## config.mk

```make
export PLATFORM = sky130hd
export DESIGN_NAME = rac_core
export DESIGN_NICKNAME = d
export VERILOG_FILES = /design/src/design/rac_pkg.sv /design/src/design/rac_core.sv
export VERILOG_INCLUDE_DIRS = /design/src /design/src/design
export SDC_FILE = /design/constraint.sdc
export NUM_CORES = 1
export LEC_CHECK = 0
export ABC_CLOCK_PERIOD_IN_PS = 3100
export BUFFER_PORTS_ARGS = -buffer_cell sky130_fd_sc_hd__buf_4
export CORE_MARGIN = 5
export CORE_UTILIZATION = 30
export DETAILED_ROUTE_END_ITERATION = 8
export PLACE_DENSITY_LB_ADDON = 0.05
export SETUP_SLACK_MARGIN = 0.1
export SLEW_MARGIN = 15
export SYNTH_ARGS = -nofsm -noshare
export SYNTH_HDL_FRONTEND = slang
export SYNTH_SLANG_ARGS = --single-unit
```

## constraint.sdc

```tcl
create_clock -name clk -period 3.1 [get_ports clk]
set_input_delay 0.62 -clock clk [delete_from_list [all_inputs] [get_ports clk]]
set_output_delay 0.62 -clock clk [all_outputs]
set_load 0.02 [all_outputs]
```

## src/design/rac_map.svh

```systemverilog
// register offsets, field positions, reset values and timing counts for the alarm and time block
`ifndef RAC_MAP_SVH
`define RAC_MAP_SVH
`define RAC_ADDR_W 4
`define RAC_OFF_ALARM_CTRL 4'h0
`define RAC_OFF_TIME 4'h4
`define RAC_OFF_STATUS 4'h8
`define RAC_OFF_CAL_CMP 4'hc
`define RAC_BIT_ALM_EN 15
`define RAC_BIT_WRAP 14
`define RAC_BIT_PIV 13
`define RAC_BIT_UNSAFE 12
`define RAC_LSB_IVL 8
`define RAC_BIT_HALF 0
`define RAC_ALARM_RST 16'h0000
`define RAC_TIME_RST 24'h000000
`define RAC_SYNC_GUARD 32
`define RAC_RTC_HZ 32768
`define RAC_CLK_HZ 200000000
`define RAC_HALF_TICKS 16384
`endif

```

## src/design/rac_pkg.sv

```systemverilog
// types shared by the alarm and time block
package rac_pkg;
  // alarm interval codes
  typedef enum logic [3:0] {
    RAC_IVL_HALF_SEC = 4'h0,
    RAC_IVL_SEC = 4'h1,
    RAC_IVL_10SEC = 4'h2,
    RAC_IVL_MIN = 4'h3,
    RAC_IVL_10MIN = 4'h4,
    RAC_IVL_HOUR = 4'h5,
    RAC_IVL_DAY = 4'h6,
    RAC_IVL_WEEK = 4'h7,
    RAC_IVL_MONTH = 4'h8,
    RAC_IVL_YEAR = 4'h9
  } rac_ivl_t;
  // time of day, bcd digits
  typedef struct packed {
    logic [3:0] hours_tens_digit;
    logic [3:0] hours_units_digit;
    logic [3:0] minutes_tens_digit;
    logic [3:0] minutes_units_digit;
    logic [3:0] seconds_tens_digit;
    logic [3:0] seconds_units_digit;
  } rac_time_t;
  // calendar date, bcd digits
  typedef struct packed {
    logic [3:0] mon10;
    logic [3:0] mon01;
    logic [3:0] day10;
    logic [3:0] day01;
    logic [3:0] wday;
  } rac_date_t;
  // alarm control fields
  typedef struct packed {
    logic en;
    logic wrap;
    logic pulse_initial_level;
    logic [3:0] ivl;
    logic [7:0] rpt;
  } rac_alarm_t;
endpackage : rac_pkg

```

## src/design/rac_core.sv

```systemverilog
// alarm control and time value registers of the real-time clock
//
// Local design decisions: the strobed register port and the placing of the registers.
`include "rac_map.svh"
// =====================================================================
// alarm control and time block
module rac_core
  import rac_pkg::*;
#(
  parameter int HALF_TICKS = `RAC_HALF_TICKS,
  parameter int GUARD = `RAC_SYNC_GUARD
)
(
  input wire logic clk,
  input wire logic rst_n,
  input wire logic rtc_tick,
  input wire logic module_on,
  input wire logic value_write_unlock,
  input wire logic [3:0] addr,
  input wire logic [31:0] wdata,
  input wire logic wr,
  input wire logic rd,
  output logic [31:0] rdata,
  input wire rac_time_t alarm_time,
  input wire rac_date_t alarm_date,
  input wire rac_date_t cur_date,
  input wire logic leap_year,
  input wire logic second_tick,
  output logic alarm_pulse,
  output logic alarm_event
);
  initial
  begin
    if (HALF_TICKS <= GUARD || HALF_TICKS > 65535 || GUARD < 1)
      $error("rac_core: prescaler parameters out of range");
  end

  // =====================================================================
  // reset release
  logic rst_s1_q, rst_s2_q;
  always_ff @(posedge clk or negedge rst_n)
  begin
    if (!rst_n)
    begin
      rst_s1_q <= 1'b0;
      rst_s2_q <= 1'b0;
    end
    else
    begin
      rst_s1_q <= 1'b1;
      rst_s2_q <= rst_s1_q;
    end
  end
  wire logic prst_n = rst_s2_q; // power-on reset copy; only reset the alarm sees

  // match of one field set; half-second tick handled outside
  function automatic logic fld_match(input logic [3:0] code, input rac_time_t t, input rac_time_t a,
                                     input rac_date_t d, input rac_date_t ad, input logic leap);
    logic m;
    m = 1'b1;
    if (code >= 4'h2) m = m & (t.seconds_units_digit == a.seconds_units_digit);
    if (code >= 4'h3) m = m & (t.seconds_tens_digit == a.seconds_tens_digit);
    if (code >= 4'h4) m = m & (t.minutes_units_digit == a.minutes_units_digit);
    if (code >= 4'h5) m = m & (t.minutes_tens_digit == a.minutes_tens_digit);
    if (code >= 4'h6) m = m & (t.hours_units_digit == a.hours_units_digit) & (t.hours_tens_digit == a.hours_tens_digit);
    if (code == 4'h7) m = m & (d.wday == ad.wday);
    if (code >= 4'h8) m = m & (d.day01 == ad.day01) & (d.day10 == ad.day10);
    if (code == 4'h9) m = m & (d.mon01 == ad.mon01) & (d.mon10 == ad.mon10);
    // feb 29 only exists in leap years, so a yearly alarm there is four-yearly
    if (code == 4'h9 && ad.mon10 == 4'h0 && ad.mon01 == 4'h2 && ad.day10 == 4'h2 && ad.day01 == 4'h9)
      m = m & leap;
    return m;
  endfunction : fld_match

  // =====================================================================
  // prescaler and half-second status
  logic [15:0] pre_q, pre_d;
  logic half_q, half_d;
  logic half_roll;
  logic sec_wr;
  always_comb
  begin
    pre_d = pre_q;
    half_d = half_q;
    half_roll = 1'b0;
    if (rtc_tick)
    begin
      if (pre_q == 16'(HALF_TICKS - 1))
      begin
        pre_d = 16'h0000;
        half_d = ~half_q;
        half_roll = 1'b1;
      end
      else
        pre_d = pre_q + 16'h0001;
    end
    if (sec_wr)
    begin
      half_d = 1'b0;
      pre_d = 16'h0000;
    end
  end
  always_ff @(posedge clk or negedge prst_n)
  begin
    if (!prst_n)
    begin
      pre_q <= 16'h0000;
      half_q <= 1'b0;
    end
    else
    begin
      pre_q <= pre_d;
      half_q <= half_d;
    end
  end
  // unsafe unless more than the guard distance from the next rollover
  wire logic unsafe = (16'(HALF_TICKS) - pre_q) <= 16'(GUARD);

  // =====================================================================
  // time value register
  rac_time_t time_q, time_d;
  always_comb
  begin
    time_d = time_q;
    sec_wr = 1'b0;
    // locked unless the unlock bit is set
    if (wr && addr == `RAC_OFF_TIME && value_write_unlock)
    begin
      time_d = wdata[31:8];
      sec_wr = 1'b1;
    end
    else if (second_tick)
      time_d = time_q; // time advance lives in the counter outside this block
  end
  always_ff @(posedge clk or negedge prst_n)
  begin
    if (!prst_n)
      time_q <= `RAC_TIME_RST;
    else
      time_q <= time_d;
  end

  // =====================================================================
  // alarm control and event generation
  rac_alarm_t alm_q, alm_d;
  logic pulse_q, pulse_d;
  logic evt;
  logic tick_ok;
  always_comb
  begin
    alm_d = alm_q;
    pulse_d = pulse_q;
    // half-second code fires on every rollover, others once per second
    tick_ok = (alm_q.ivl == RAC_IVL_HALF_SEC) ? half_roll : (half_roll && half_q);
    evt = alm_q.en && module_on && tick_ok && (alm_q.ivl <= 4'h9)
          && fld_match(alm_q.ivl, time_q, alarm_time, cur_date, alarm_date, leap_year);
    if (wr && addr == `RAC_OFF_ALARM_CTRL)
    begin
      alm_d.en = wdata[`RAC_BIT_ALM_EN];
      alm_d.wrap = wdata[`RAC_BIT_WRAP];
      alm_d.ivl = wdata[`RAC_LSB_IVL +: 4];
      alm_d.rpt = wdata[7:0];
      if (!alm_q.en)
      begin
        alm_d.pulse_initial_level = wdata[`RAC_BIT_PIV];
        pulse_d = wdata[`RAC_BIT_PIV];
      end
    end
    if (evt)
    begin
      pulse_d = ~pulse_q;
      if (alm_q.rpt != 8'h00)
        alm_d.rpt = alm_q.rpt - 8'h01;
      else if (alm_q.wrap)
        alm_d.rpt = 8'hff;
      else
      begin
        alm_d.rpt = 8'h00;
        alm_d.en = 1'b0; // hardware clear wins over a same-cycle write
      end
    end
  end
  always_ff @(posedge clk or negedge prst_n)
  begin
    if (!prst_n)
    begin
      alm_q <= rac_alarm_t'(15'(`RAC_ALARM_RST)); // bit 12 is live status, not stored
      pulse_q <= 1'b0;
    end
    else
    begin
      alm_q <= alm_d;
      pulse_q <= pulse_d;
    end
  end
  assign alarm_pulse = pulse_q;
  assign alarm_event = evt;

  // =====================================================================
  // read port, data one cycle after the strobe
  logic [31:0] rdata_q, rdata_d;
  always_comb
  begin
    rdata_d = 32'h0000_0000;
    if (rd)
    begin
      case (addr)
        `RAC_OFF_ALARM_CTRL:
          // upper half zero; bit 13 shows pulse level while enabled
          rdata_d = {16'h0000, alm_q.en, alm_q.wrap, alm_q.en ? pulse_q : alm_q.pulse_initial_level, unsafe,
                     alm_q.ivl, alm_q.rpt};
        `RAC_OFF_TIME: rdata_d = {time_q, 8'h00};
        `RAC_OFF_STATUS: rdata_d = {31'h0, half_q};
        `RAC_OFF_CAL_CMP: rdata_d = {16'h0000, pre_q};
        default: rdata_d = 32'h0000_0000;
      endcase
    end
  end
  always_ff @(posedge clk or negedge prst_n)
  begin
    if (!prst_n)
      rdata_q <= 32'h0000_0000;
    else
      rdata_q <= rdata_d;
  end
  assign rdata = rdata_q;
endmodule : rac_core

```

# Word-level counts from Yosys, hierarchy flattened
# Cells that the tools add are included.
# classes
addsub	3
magnitude_cmp	8
bitwise_logic	14
eq_ne	21
muxes	33
reduce_logical	22
# op_table
op	n
32-bit case mux with 4 select lines	1
16-bit two-way mux	3
4-bit == test	11
32-bit two-way mux	1
1-bit two-way mux	24
8-bit two-way mux	3
16-bit by 1-bit adder with 16-bit output, second input constant	1
16-bit by 14-bit == test with 1-bit output, second input constant	1
4-bit == test, second input constant	4
16-bit by 6-bit <= comparator with 1-bit output, second input constant	1
15-bit by 16-bit subtractor with 16-bit output, first input constant	1
15-bit two-way mux	1
4-bit by 3-bit >= comparator with 1-bit output, second input constant	3
1-bit logical AND	12
4-bit zero test	3
1-bit AND	11
4-bit by 2-bit == test with 1-bit output, second input constant	2
4-bit by 3-bit == test with 1-bit output, second input constant	2
4-bit by 2-bit >= comparator with 1-bit output, second input constant	2
8-bit nonzero test	1
8-bit by 1-bit subtractor with 8-bit output, second input constant	1
2-bit AND reduction	3
2-bit nonzero test	3
4-bit >= comparator, second input constant	1
other kinds (3)	5
# word_totals
output_inout_bits	34
wordCells	118
regBits	91

# Logic depth before layout (Yosys ltp)
# Gate-level depths: netlist of run 1.
# depth
ltp_word	24
mapped_depth	8
ltp_nobuf	8

# Least setup slack after synthesis of run 1
# No wires, ideal clock.
# synth_timing
path_type	input to output
startpoint	input port rtc_tick
endpoint	output port alarm_event
arrival_time_ns	1.922
path_slack_ns	0.558
n_path_buf	1
cell_stages	7
required_time_ns	2.480
path_cell_list	buf_2 > nand3_1 > nor3_1 > o2111ai_2 > nor4_2 > nand2_2 > inv_1
# synth_between
elab_chain_cells	6
# synth_lines
item	line	source
start: declaration	rac_core.sv:16	input wire logic rtc_tick,
1-bit two-way mux (*)	rac_core.sv:86	if (rtc_tick)
1-bit logical AND	rac_core.sv:154	tick_ok = (alm_q.ivl == RAC_IVL_HALF_SEC) ? half_roll : (half_roll && half_q);
1-bit two-way mux (*)	rac_core.sv:154	
1-bit logical AND (*) (2 in a row)	rac_core.sv:155	evt = alm_q.en && module_on && tick_ok && (alm_q.ivl <= 4'h9)
1-bit logical AND (*)	rac_core.sv:156	&& fld_match(alm_q.ivl, time_q, alarm_time, cur_date, alarm_date, leap_year);
end: declaration	rac_core.sv:30	output logic alarm_event
# Mark *: on every way between the ends. The rest lies on a longest branch, timed or not.

# Final worst setup path of run 1
# layout_timing
startpoint	register time_q[16] (netlist name)
endpoint	output port alarm_event
# layout_between
elab_chain_cells	15
# layout_lines
item	line	source
start: declaration	rac_core.sv:121	rac_time_t time_q, time_d;
start signal: assignment	rac_core.sv:138	time_q <= `RAC_TIME_RST;
start signal: assignment	rac_core.sv:140	time_q <= time_d;
4-bit == test (*)	rac_core.sv:65	if (code >= 4'h6) m = m & (t.hours_units_digit == a.hours_units_digit) & (t.hours_tens_digit == a.hours_tens_d ...
1-bit AND (*) (2 in a row)	rac_core.sv:65	
1-bit two-way mux (*)	rac_core.sv:65	
1-bit AND	rac_core.sv:66	if (code == 4'h7) m = m & (d.wday == ad.wday);
1-bit two-way mux (*)	rac_core.sv:66	
1-bit AND (2 in a row)	rac_core.sv:67	if (code >= 4'h8) m = m & (d.day01 == ad.day01) & (d.day10 == ad.day10);
1-bit two-way mux (*)	rac_core.sv:67	
1-bit AND (2 in a row)	rac_core.sv:68	if (code == 4'h9) m = m & (d.mon01 == ad.mon01) & (d.mon10 == ad.mon10);
1-bit two-way mux (*)	rac_core.sv:68	
1-bit AND	rac_core.sv:71	m = m & leap;
1-bit two-way mux (*)	rac_core.sv:70	if (code == 4'h9 && ad.mon10 == 4'h0 && ad.mon01 == 4'h2 && ad.day10 == 4'h2 && ad.day01 == 4'h9)
1-bit logical AND (*)	rac_core.sv:156	
# Marks and branches as above.

==> results of run 1 <==
[report_power, final]
part           leakage, nW  internal (mW)  total, mW  switching [mW]
Clock                0.159          0.722       1.24           0.523
Sequential            1.20           1.33       1.51           0.181
Combinational         1.84          0.438      0.843           0.406
Total                 3.20           2.49       3.60            1.11
[worst paths after layout]
check                                start     endpoint  depth (start not counted)
worst max-delay path            time_q[16]  alarm_event                          7
worst max register to register    alm_q[2]     alm_q[6]                          6
min in group clk                  rst_s1_q       prst_n                          0
worst min-delay path                 rst_n       prst_n                          1
max in group asynchronous           prst_n     pre_q[1]                          1
worst min register to register      prst_n    rdata[20]                          1
[routing by layer]
layer  wire [microns]  vias up
li1                 -     2114
met1             6600     2071
met2             7660      122
met3              746       26
met4              272        0
met5                0        -
[cell type report]
class                           instances  area share, %
Timing Repair Buffer                  164           18.4
Clock inverter                          7           1.56
Inverter                                8          0.445
Sequential cell                        91           33.9
Multi-Input combinational cell        393           38.3
Tap cell                              220           4.08
Clock buffer                            9           3.34
[worst register-to-register path, delay by kind of cell (launching register included)]
| kind | cells | cell delay [ps] |
|---|---|---|
| and+or+nand+nor | 4 | 1430 |
| DFF | 1 | 460 |
| muxes | 1 | 300 |
| AOI/OAI and AO/OA | 1 | 80 |
[sequential cells by signal, indices dropped and copies added, names as in the netlist]
name / flops
alarm_pulse: 1
time_q: 24
alm_q: 15
half_q: 1
rdata: 32
prst_n: 1
pre_q: 16
rst_s1_q: 1
[kinds of logic (layout without fill, tap and decap cells)]
kind of cell	after synthesis	count (layout)	synth area share, %
buffers and inverters	39	188	3.94
XOR/XNOR	62	62	10.8
flip-flops	91	91	45.1
adder cells (fa/ha/maj)	5	5	1.24
AO/OA/AOI/OAI	67	67	9.47
AND/OR/NAND/NOR	231	231	23.5
multiplexers	27	27	5.95
other	1	1	0.0743
[cells in the final DEF (no fill, tap or decap), types with 3 or more instances in the layout]
cell type | synthesis | layout
a211oi_1 | 3 | 3
a21oi_1 | 17 | 17
a222oi_1 | 7 | 7
a22oi_1 | 10 | 10
and3_1 | 20 | 20
buf_4 | 0 | 163
clkbuf_16 | 0 | 9
dfrtp_1 | 91 | 88
ha_1 | 5 | 5
inv_1 | 8 | 8
inv_6 | 0 | 3
mux2_1 | 4 | 4
mux2_2 | 20 | 20
mux2i_1 | 3 | 3
nand2_1 | 96 | 96
nand2b_1 | 3 | 3
nand3_1 | 7 | 7
nand4_1 | 17 | 17
nor2_1 | 44 | 44
nor2b_1 | 3 | 3
nor3_1 | 10 | 10
nor4_1 | 5 | 5
nor4_4 | 2 | 3
o21ai_0 | 10 | 10
xnor2_1 | 44 | 44
xor2_1 | 18 | 18
[repair_timing]
item	4_1_cts	5_1_grt
gates resized for setup	3	0
pin swaps	1	2
setup buffers	0	1
endpoints found under the setup margin	1	1
hold buffers	0	0
[metrics by stage]
step                      cells  utilization [%]  cell area, sq um  total power, mW
after floorplan             523                -              5050             2.05
after global placement      875             38.7              6400             2.36
after detailed placement    875             38.7              6400             2.38
after CTS                   891             40.8              6740             3.65
after global routing        892             40.8              6750             3.81
final                       892             40.8              6750             3.60
==> flow_metrics.py, run 1 <==
metrics = {
    "outcome": {
        "status": "finished, final reports clean",
    },
    "detailed_routing": {
        "drtPass1Iterations": 6,
        "wl_per_cell_microns": 17.1,
        "drc": 0,
        "drtAntennaViolNets": 0,
        "drt_iter0_markers": 373,
        "finalWirelength_microns": 15300,
        "via_per_inst": 4.86,
        "vias": 4333,
    },
    "synth": {
        "syn_nets": 637,
        "seq_area_frac_synth_pct": 45.1,
        "yosys.cell_count.top_type": "nand2_1",
        "synth.top_cells.by_area": "dfrtp_1 (45%), xnor2_1 (7.6%), nand2_1 (7.1%)",
        "synth-main-ff-cell": "dfrtp_1",
        "synth_cell_types": 67,
        "syn_area_per_cell_sq_um": 9.66,
        "synth_common_cells": "nand2_1 (96), dfrtp_1 (91), nor2_1 (44), xnor2_1 (44)",
        "synth_edf_count": 0,
        "ys_seq_elements": 91,
        "ys_warn_count": 0,
        "netlist_instances": 523,
        "syn_area_sq_mm": 0.00505,
        "synth_top_area_cell": "dfrtp_1",
        "async_flop_share_pct": 100,
        "yosysTopAreaCellShare_pct": 45.1,
    },
    "setup_path": {
        "critPathKind": "reg -> out",
        "crit_chain": "xnor2_1, nand4_1, o41a_1, nor4_4, nand2_2, inv_1, buf_4",
        "cp_data_required_time_ps": 2480,
        "cp_max_fo": 3,
        "critical-path-top-delay-family": "simple AND/OR/NAND/NOR gates",
        "critPathLaunchType": "register",
        "cp.buffers_inverters": 2,
        "critPathMaxStageDelay_ps": 490,
        "cp_slowest_cell": "o41a_1",
        "reg2reg_slack_ps": 710,
        "crit_arrival_ps": 2230,
        "endpoint_kind": "output port",
    },
    "global_routing": {
        "overflow": 0,
        "grt_use_met1_pct": 19.8,
        "grt.total_usage_pct": 15.8,
        "grt_pass1_wl_microns": 24400,
        "grt_pass1_vias": 4496,
        "grt_busiest_layer": "met2",
        "grt_max_degree": 90,
        "met2_usage_pct": 26.9,
        "grt_antenna_before_repair": 0,
        "grt_use_met3_pct": 3.46,
    },
    "job": {
        "drv_cap": 0,
    },
    "placement": {
        "gp_congestion": 0.756,
        "portBuffers": 141,
        "place_ws_ps": 268,
        "place_hpwl_microns": 11600,
    },
    "sta": {
        "rsz0062_at_grt": "false",
        "finClkSkew_ps": 12.9,
        "relSlewSlack_pct": 55.7,
        "hold_ws_ps": 26.7,
        "fin_crit_sh_pct": 91.8,
        "tns_ps": 0,
        "worst_pin_slew_ps": 665,
        "fmax_mhz": 351,
        "finalHoldViolations": 0,
        "finalWorstSetupSlack_ps": 254,
        "setup_violations": 0,
        "fin_crit_ps": 2850,
        "slew_viol_final": 0,
    },
    "clock_network": {
        "path_clk_slew_ps": 70,
        "clk_path_buf_depth": 2,
        "clkSinkCount": 91,
        "htree_levels": 3,
        "cts_tree": "yes",
        "clkLatencyLatePin_ps": 360,
        "cts_made_buffers": 9,
        "cts_root_buf": "clkbuf_16",
    },
    "floorplanning": {
        "die_area_sq_mm": 0.0195,
        "die_h_microns": 140,
        "start_util_pct": 30.6,
        "die_x_microns": 140,
        "row_count": 47,
        "ios": 143,
        "core_region_area_sq_mm": 0.0165,
    },
    "cells_and_area": {
        "syn2layout_area_growth_pct": 33.6,
        "diodes": 0,
        "seq_area_sq_mm": 0.00228,
        "drive_above_1_share_pct": 32.1,
        "multi_input_area_sq_mm": 0.00258,
        "fillers": 1672,
        "fin_nets": 781,
    },
    "hold_path": {
        "min_path_type": "in -> async",
    },
    "pwr": {
        "vdd.ir_drop.worst_uv": 239,
        "power_density_mw_per_mm2": 534,
        "p_leak_nw": 3.20,
    },
}
Power figures use the tool's default switching activity.
==> run 2, diff against run 1 <==
CORE_ASPECT_RATIO = 0.7   (was not set)
==> run 2 against run 1 <==
  * Final area hardly changed
  * Via count is 0.48% higher
  * Hold slack gained 7.4 ps
  * Sequential cell count unchanged
  * Register-to-register slack lost 80 ps
  * Total power shrank 3.1%
  * Clock power is 11% lower
  * Sequential power barely moved
  * Non-clock buffer count grew 2
  * Critical endpoint unchanged
  * Largest cell class unchanged
==> flow_metrics.py, run 2 (synthesis gave the netlist of run 1 again) <==
metrics = {
    "global_routing": {
        "overflow": 0,
        "grt_busiest_layer": "met1",
        "grt_use_met1_pct": 25.0,
        "grt_pass1_wl_microns": 24500,
        "met2_usage_pct": 22.0,
        "grt.total_usage_pct": 16.1,
        "grt_antenna_before_repair": 0,
        "grt_pass1_vias": 4442,
        "grt_max_degree": 47,
        "grt_use_met3_pct": 4.31,
    },
    "clock_network": {
        "cts_root_buf": "clkbuf_16",
        "path_clk_slew_ps": 70,
        "cts_tree": "yes",
        "htree_levels": 3,
        "cts_made_buffers": 9,
        "clkLatencyLatePin_ps": 350,
        "clkSinkCount": 91,
        "cts-hold-fix-buffers": 0,
        "clk_path_buf_depth": 2,
    },
    "sta": {
        "fin_crit_ps": 2860,
        "worst_pin_slew_ps": 674,
        "tns_ps": 0,
        "slew_viol_final": 0,
        "finClkSkew_ps": 6.42,
        "rsz0062_at_grt": "false",
        "fin_crit_sh_pct": 92.3,
        "finalHoldViolations": 0,
        "fmax_mhz": 350,
        "relSlewSlack_pct": 55.1,
        "setup_violations": 0,
    },
    "cells_and_area": {
        "seq_area_sq_mm": 0.00228,
        "fillers": 1681,
        "largest_reg_flops": 32,
        "syn2layout_area_growth_pct": 33.5,
        "drive_above_1_share_pct": 32.3,
        "multi_input_area_sq_mm": 0.00260,
        "instances_no_fill": 899,
        "layout_commonest_cell": "buf_4",
        "final_cell_mix": "buf_4 (165), nand2_1 (96), dfrtp_1 (90)",
        "diodes": 0,
        "fin_nets": 783,
    },
    "floorplanning": {
        "die_h_microns": 119,
        "row_count": 39,
        "die_area_sq_mm": 0.0196,
        "core_region_area_sq_mm": 0.0164,
        "die_x_microns": 165,
        "start_util_pct": 30.8,
        "ios": 143,
    },
    "detailed_routing": {
        "via_per_inst": 4.84,
        "wl_per_cell_microns": 17.5,
        "drc": 0,
        "drtPass1Iterations": 5,
        "drt_iter0_markers": 345,
        "finalWirelength_microns": 15800,
        "vias": 4354,
        "drtAntennaViolNets": 0,
    },
    "placement": {
        "place_inst": 882,
        "place_hpwl_microns": 11900,
        "portBuffers": 141,
        "gp_congestion": 0.798,
    },
    "setup_path": {
        "rr_startpoint": "alm_q[2]",
        "cp_max_fo": 3,
        "critPathLaunchType": "register",
        "endpoint_kind": "output port",
        "reg2reg_slack_ps": 630,
        "crit_arrival_ps": 2240,
        "critPathMaxStageDelay_ps": 480,
        "reg2regPathDepth": 6,
        "cp_data_required_time_ps": 2480,
        "critPathKind": "reg -> out",
        "cp_slowest_cell": "o41a_1",
        "timing.rr.end": "alm_q[5]",
        "crit_chain": "xnor2_1, nand4_1, o41a_1, nor4_4, nand2_2, inv_1, buf_4",
    },
    "job": {
        "drv_cap": 0,
    },
    "pwr": {
        "p_total_mw": 3.49,
        "p_leak_nw": 3.20,
        "vdd.ir_drop.worst_uv": 218,
        "power_density_mw_per_mm2": 518,
    },
    "outcome": {
        "status": "finished, final reports clean",
    },
    "hold_path": {
        "min_path_type": "in -> async",
    },
}
run 2: routing by layer:
layer / routed length, microns / up-vias
met2: 6540 / 136
met1: 7860 / 2090
met5: 0 / -
met4: 198 / 0
li1: - / 2113
met3: 1160 / 15
run 2: stage by stage:
stage	area [sq um]	hold slack, ps	util [%]	setup slack [ps]
2_1_floorplan	5050	324	-	378
3_3_place_gp	6420	341	39.1	211
3_5_place_dp	6420	340	39.1	182
4_1_cts	6710	22.5	40.9	138
5_1_grt	6740	20.4	41.1	62.2
6_report	6740	34.0	41.1	239
run 2: layout make-up:
type,instances,area share (%)
tap,225,4.18
multi-input combinational,393,38.6
timing repair buffer,166,18.7
inverter,8,0.445
clock inverter,7,0.983
sequential,91,33.8
clock buffer,9,3.34
run 2: power breakdown:
group,switching [mW],internal [mW]
combinational,0.424,0.447
clock,0.531,0.567
sequential,0.191,1.33
total,1.15,2.34
run 2: critical path, delay by kind of cell, from the launching register on:
kind                      cells  cell delay [ps]
buffers and inverters         2              200
DFF                           1              410
xor gates and xnor gates      1              160
AOI/OAI and AO/OA             1              480
and+or+nand+nor               3              640
run 2: how the worst max path moves through the flow:
stage / depth (start not counted) / from / slack [ps] / endpoint
after CTS: 7 / pre_q[4] / 140 / alarm_event
final: 7 / time_q[16] / 240 / alarm_event
after floorplan: 0 / prst_n / 380 / alarm_pulse
after global routing: 7 / time_q[16] / 60 / alarm_event
after detailed placement: 8 / alarm_time[6] / 180 / alarm_event
after global placement: 8 / alarm_time[6] / 210 / alarm_event
run 2: repair_timing:
action / CTS / global route
pin swaps: 0 / 2
buffers inserted: 0 / 1
hold endpoints to repair: 0 / 0
resized for setup: 1 / 3
endpoints found under the setup margin: 1 / 1
==> run 3, diff against run 2 <==
ABC_CLOCK_PERIOD_IN_PS = 2700   (was 3100)
CTS_CLUSTER_SIZE = 20   (was not set)
clock period = 2.7 ns   (was 3.1 ns; I/O delays follow)
==> run 3 against run 2 <==
  * Sequential cell count is the same
  * Sequential share of layout area decreased by 0.48 points
  * Critical path type unchanged
  * Wire length grew 0.20%
  * Register-to-register slack worse by 220 ps
  * Setup slack worse by 240 ps
  * Cell count up 1.0%
  * Global-route usage increased by 0.21 points
  * Core utilization is 0.59 points higher
  * Count of clock-buffer cells in the layout unchanged
  * Clock power grew 18%
  * Hold slack better by 290 ps
  * Critical path depth increased by 1
==> flow_metrics.py, run 3 (synthesis gave the netlist of run 1 again) <==
metrics = {
    "cells_and_area": {
        "drive_above_1_share_pct": 33.1,
        "seq_area_sq_mm": 0.00228,
        "largest_reg_flops": 32,
        "multi_input_area_sq_mm": 0.00261,
        "diodes": 0,
        "final_cell_mix": "buf_4 (173), nand2_1 (96), dfrtp_1 (90)",
        "layout_commonest_cell": "buf_4",
        "fillers": 1654,
        "fin_nets": 792,
        "syn2layout_area_growth_pct": 35.4,
        "instances_no_fill": 908,
    },
    "global_routing": {
        "grt.total_usage_pct": 16.4,
        "grt_max_degree": 50,
        "grt_antenna_before_repair": 0,
        "grt_pass1_vias": 4433,
        "overflow": 0,
        "grt_pass1_wl_microns": 24700,
    },
    "detailed_routing": {
        "drt_iter0_markers": 272,
        "finalWirelength_microns": 15800,
        "topRoutingLayerUsed": "met4",
        "vias": 4376,
        "wl_met2_microns": 6380,
        "drtPass1Iterations": 6,
        "drtAntennaViolNets": 0,
        "wl_met1_microns": 8130,
        "routed-wl-met3_microns": 1070,
        "wl_per_cell_microns": 17.4,
        "via_per_inst": 4.82,
        "drc": 0,
    },
    "clock_network": {
        "clk_path_buf_depth": 2,
        "path_clk_slew_ps": 80,
        "cts_setup_buffers": 0,
        "clkSinkCount": 91,
        "htree_levels": 3,
        "clkLatencyLatePin_ps": 360,
        "cts_root_buf": "clkbuf_16",
        "cts_made_buffers": 9,
        "cts_tree": "yes",
    },
    "floorplanning": {
        "row_count": 39,
        "ios": 143,
        "core_region_area_sq_mm": 0.0164,
        "die_area_sq_mm": 0.0196,
        "die_h_microns": 119,
        "die_x_microns": 165,
        "start_util_pct": 30.8,
    },
    "pwr": {
        "power_density_mw_per_mm2": 593,
        "vdd.ir_drop.worst_uv": 270,
        "p_leak_nw": 3.25,
        "p_total_mw": 4.06,
    },
    "setup_path": {
        "critPathLaunchType": "register",
        "cp_max_fo": 3,
        "rr_startpoint": "alm_q[2]",
        "critPathMaxStageDelay_ps": 420,
        "cp_slowest_cell": "dfrtp_1",
        "reg2regPathDepth": 6,
        "critPathKind": "reg -> out",
        "cp_common_cell": "buf_4",
        "crit_arrival_ps": 2160,
        "endpoint_kind": "output port",
        "reg2reg_slack_ps": 410,
        "crit_chain": "xor2_1, nor4_1, buf_4, o2bb2ai_1, nor4_4, nand2_2, inv_1, buf_4",
        "cp_data_required_time_ps": 2160,
        "setup.worst_path.start": "time_q[6]",
        "timing.rr.end": "alm_q[5]",
    },
    "placement": {
        "gp_congestion": 0.809,
        "place_hpwl_microns": 12000,
        "portBuffers": 141,
        "place_inst": 891,
    },
    "sta": {
        "fin_crit_ps": 2700,
        "fmax_mhz": 371,
        "worst_pin_slew_ps": 682,
        "rsz0062_at_grt": "true",
        "hold_ws_ps": 329,
        "finalHoldViolations": 0,
        "fin_crit_sh_pct": 99.9,
        "setup_violations": 0,
        "finClkSkew_ps": 14.7,
        "relSlewSlack_pct": 54.5,
        "slew_viol_final": 0,
    },
    "hold_path": {
        "min_path_type": "reg -> async",
    },
    "outcome": {
        "status": "finished, final reports clean",
    },
    "job": {
        "drv_cap": 0,
    },
}
-- run 3: what timing repair did --
item,CTS,global route
setup endpoints to repair,1,1
hold buffers,1,0
cloned,0,0
gates resized for setup,3,2
pin swaps,0,3
hold endpoints to repair,2,0
-- run 3: area by class of cell --
type / count / share of cell area (%)
Sequential cell: 91 / 33.4
Clock inverter: 7 / 1.19
Clock buffer: 9 / 3.29
Tap cell: 225 / 4.12
Inverter: 8 / 0.439
Multi-Input combinational cell: 393 / 38.2
Timing Repair Buffer: 175 / 19.4
-- run 3: worst max-delay path by stage --
stage,endpoint,slack (ps)
after floorplan,alarm_event,320
final,alarm_event,2
after global placement,alarm_event,9
after global routing,alarm_event,-110
after CTS,alarm_event,-70
after detailed placement,alarm_event,20
-- run 3: per-layer routing --
layer	global-route usage (%)	up-vias
met1	25.0	2074
li1	-	2136
met3	4.49	15
met2	22.6	151
met4	4.26	0
met5	0	-
-- run 3: worst max-delay path: cells and delay by family, from the launching register on --
family / cells / cell delay [ps]
buffers and inverters: 3 / 370
AND/OR/NAND/NOR: 3 / 750
AO/OA/AOI/OAI: 1 / 110
XOR/XNOR: 1 / 160
flip-flops: 1 / 420
-- run 3: report_power, final --
group,switching [mW],leakage (nW),internal [mW],total [mW]
combinational,0.499,1.89,0.529,1.03
sequential,0.207,1.20,1.53,1.73
clock,0.634,0.150,0.662,1.30
total,1.34,3.25,2.72,4.06
-- run 3: stage by stage --
step | instance area [sq um] | util [%] | setup TNS (ps) | worst slack [ps]
floorplan | 5050 | - | 0 | 318
global placement | 6480 | 39.6 | 0 | 9.33
detailed placement | 6480 | 39.6 | 0 | 16.2
CTS | 6820 | 41.6 | -67.5 | -67.5
global route | 6840 | 41.7 | -105 | -105
finish | 6840 | 41.7 | 0 | 2.31
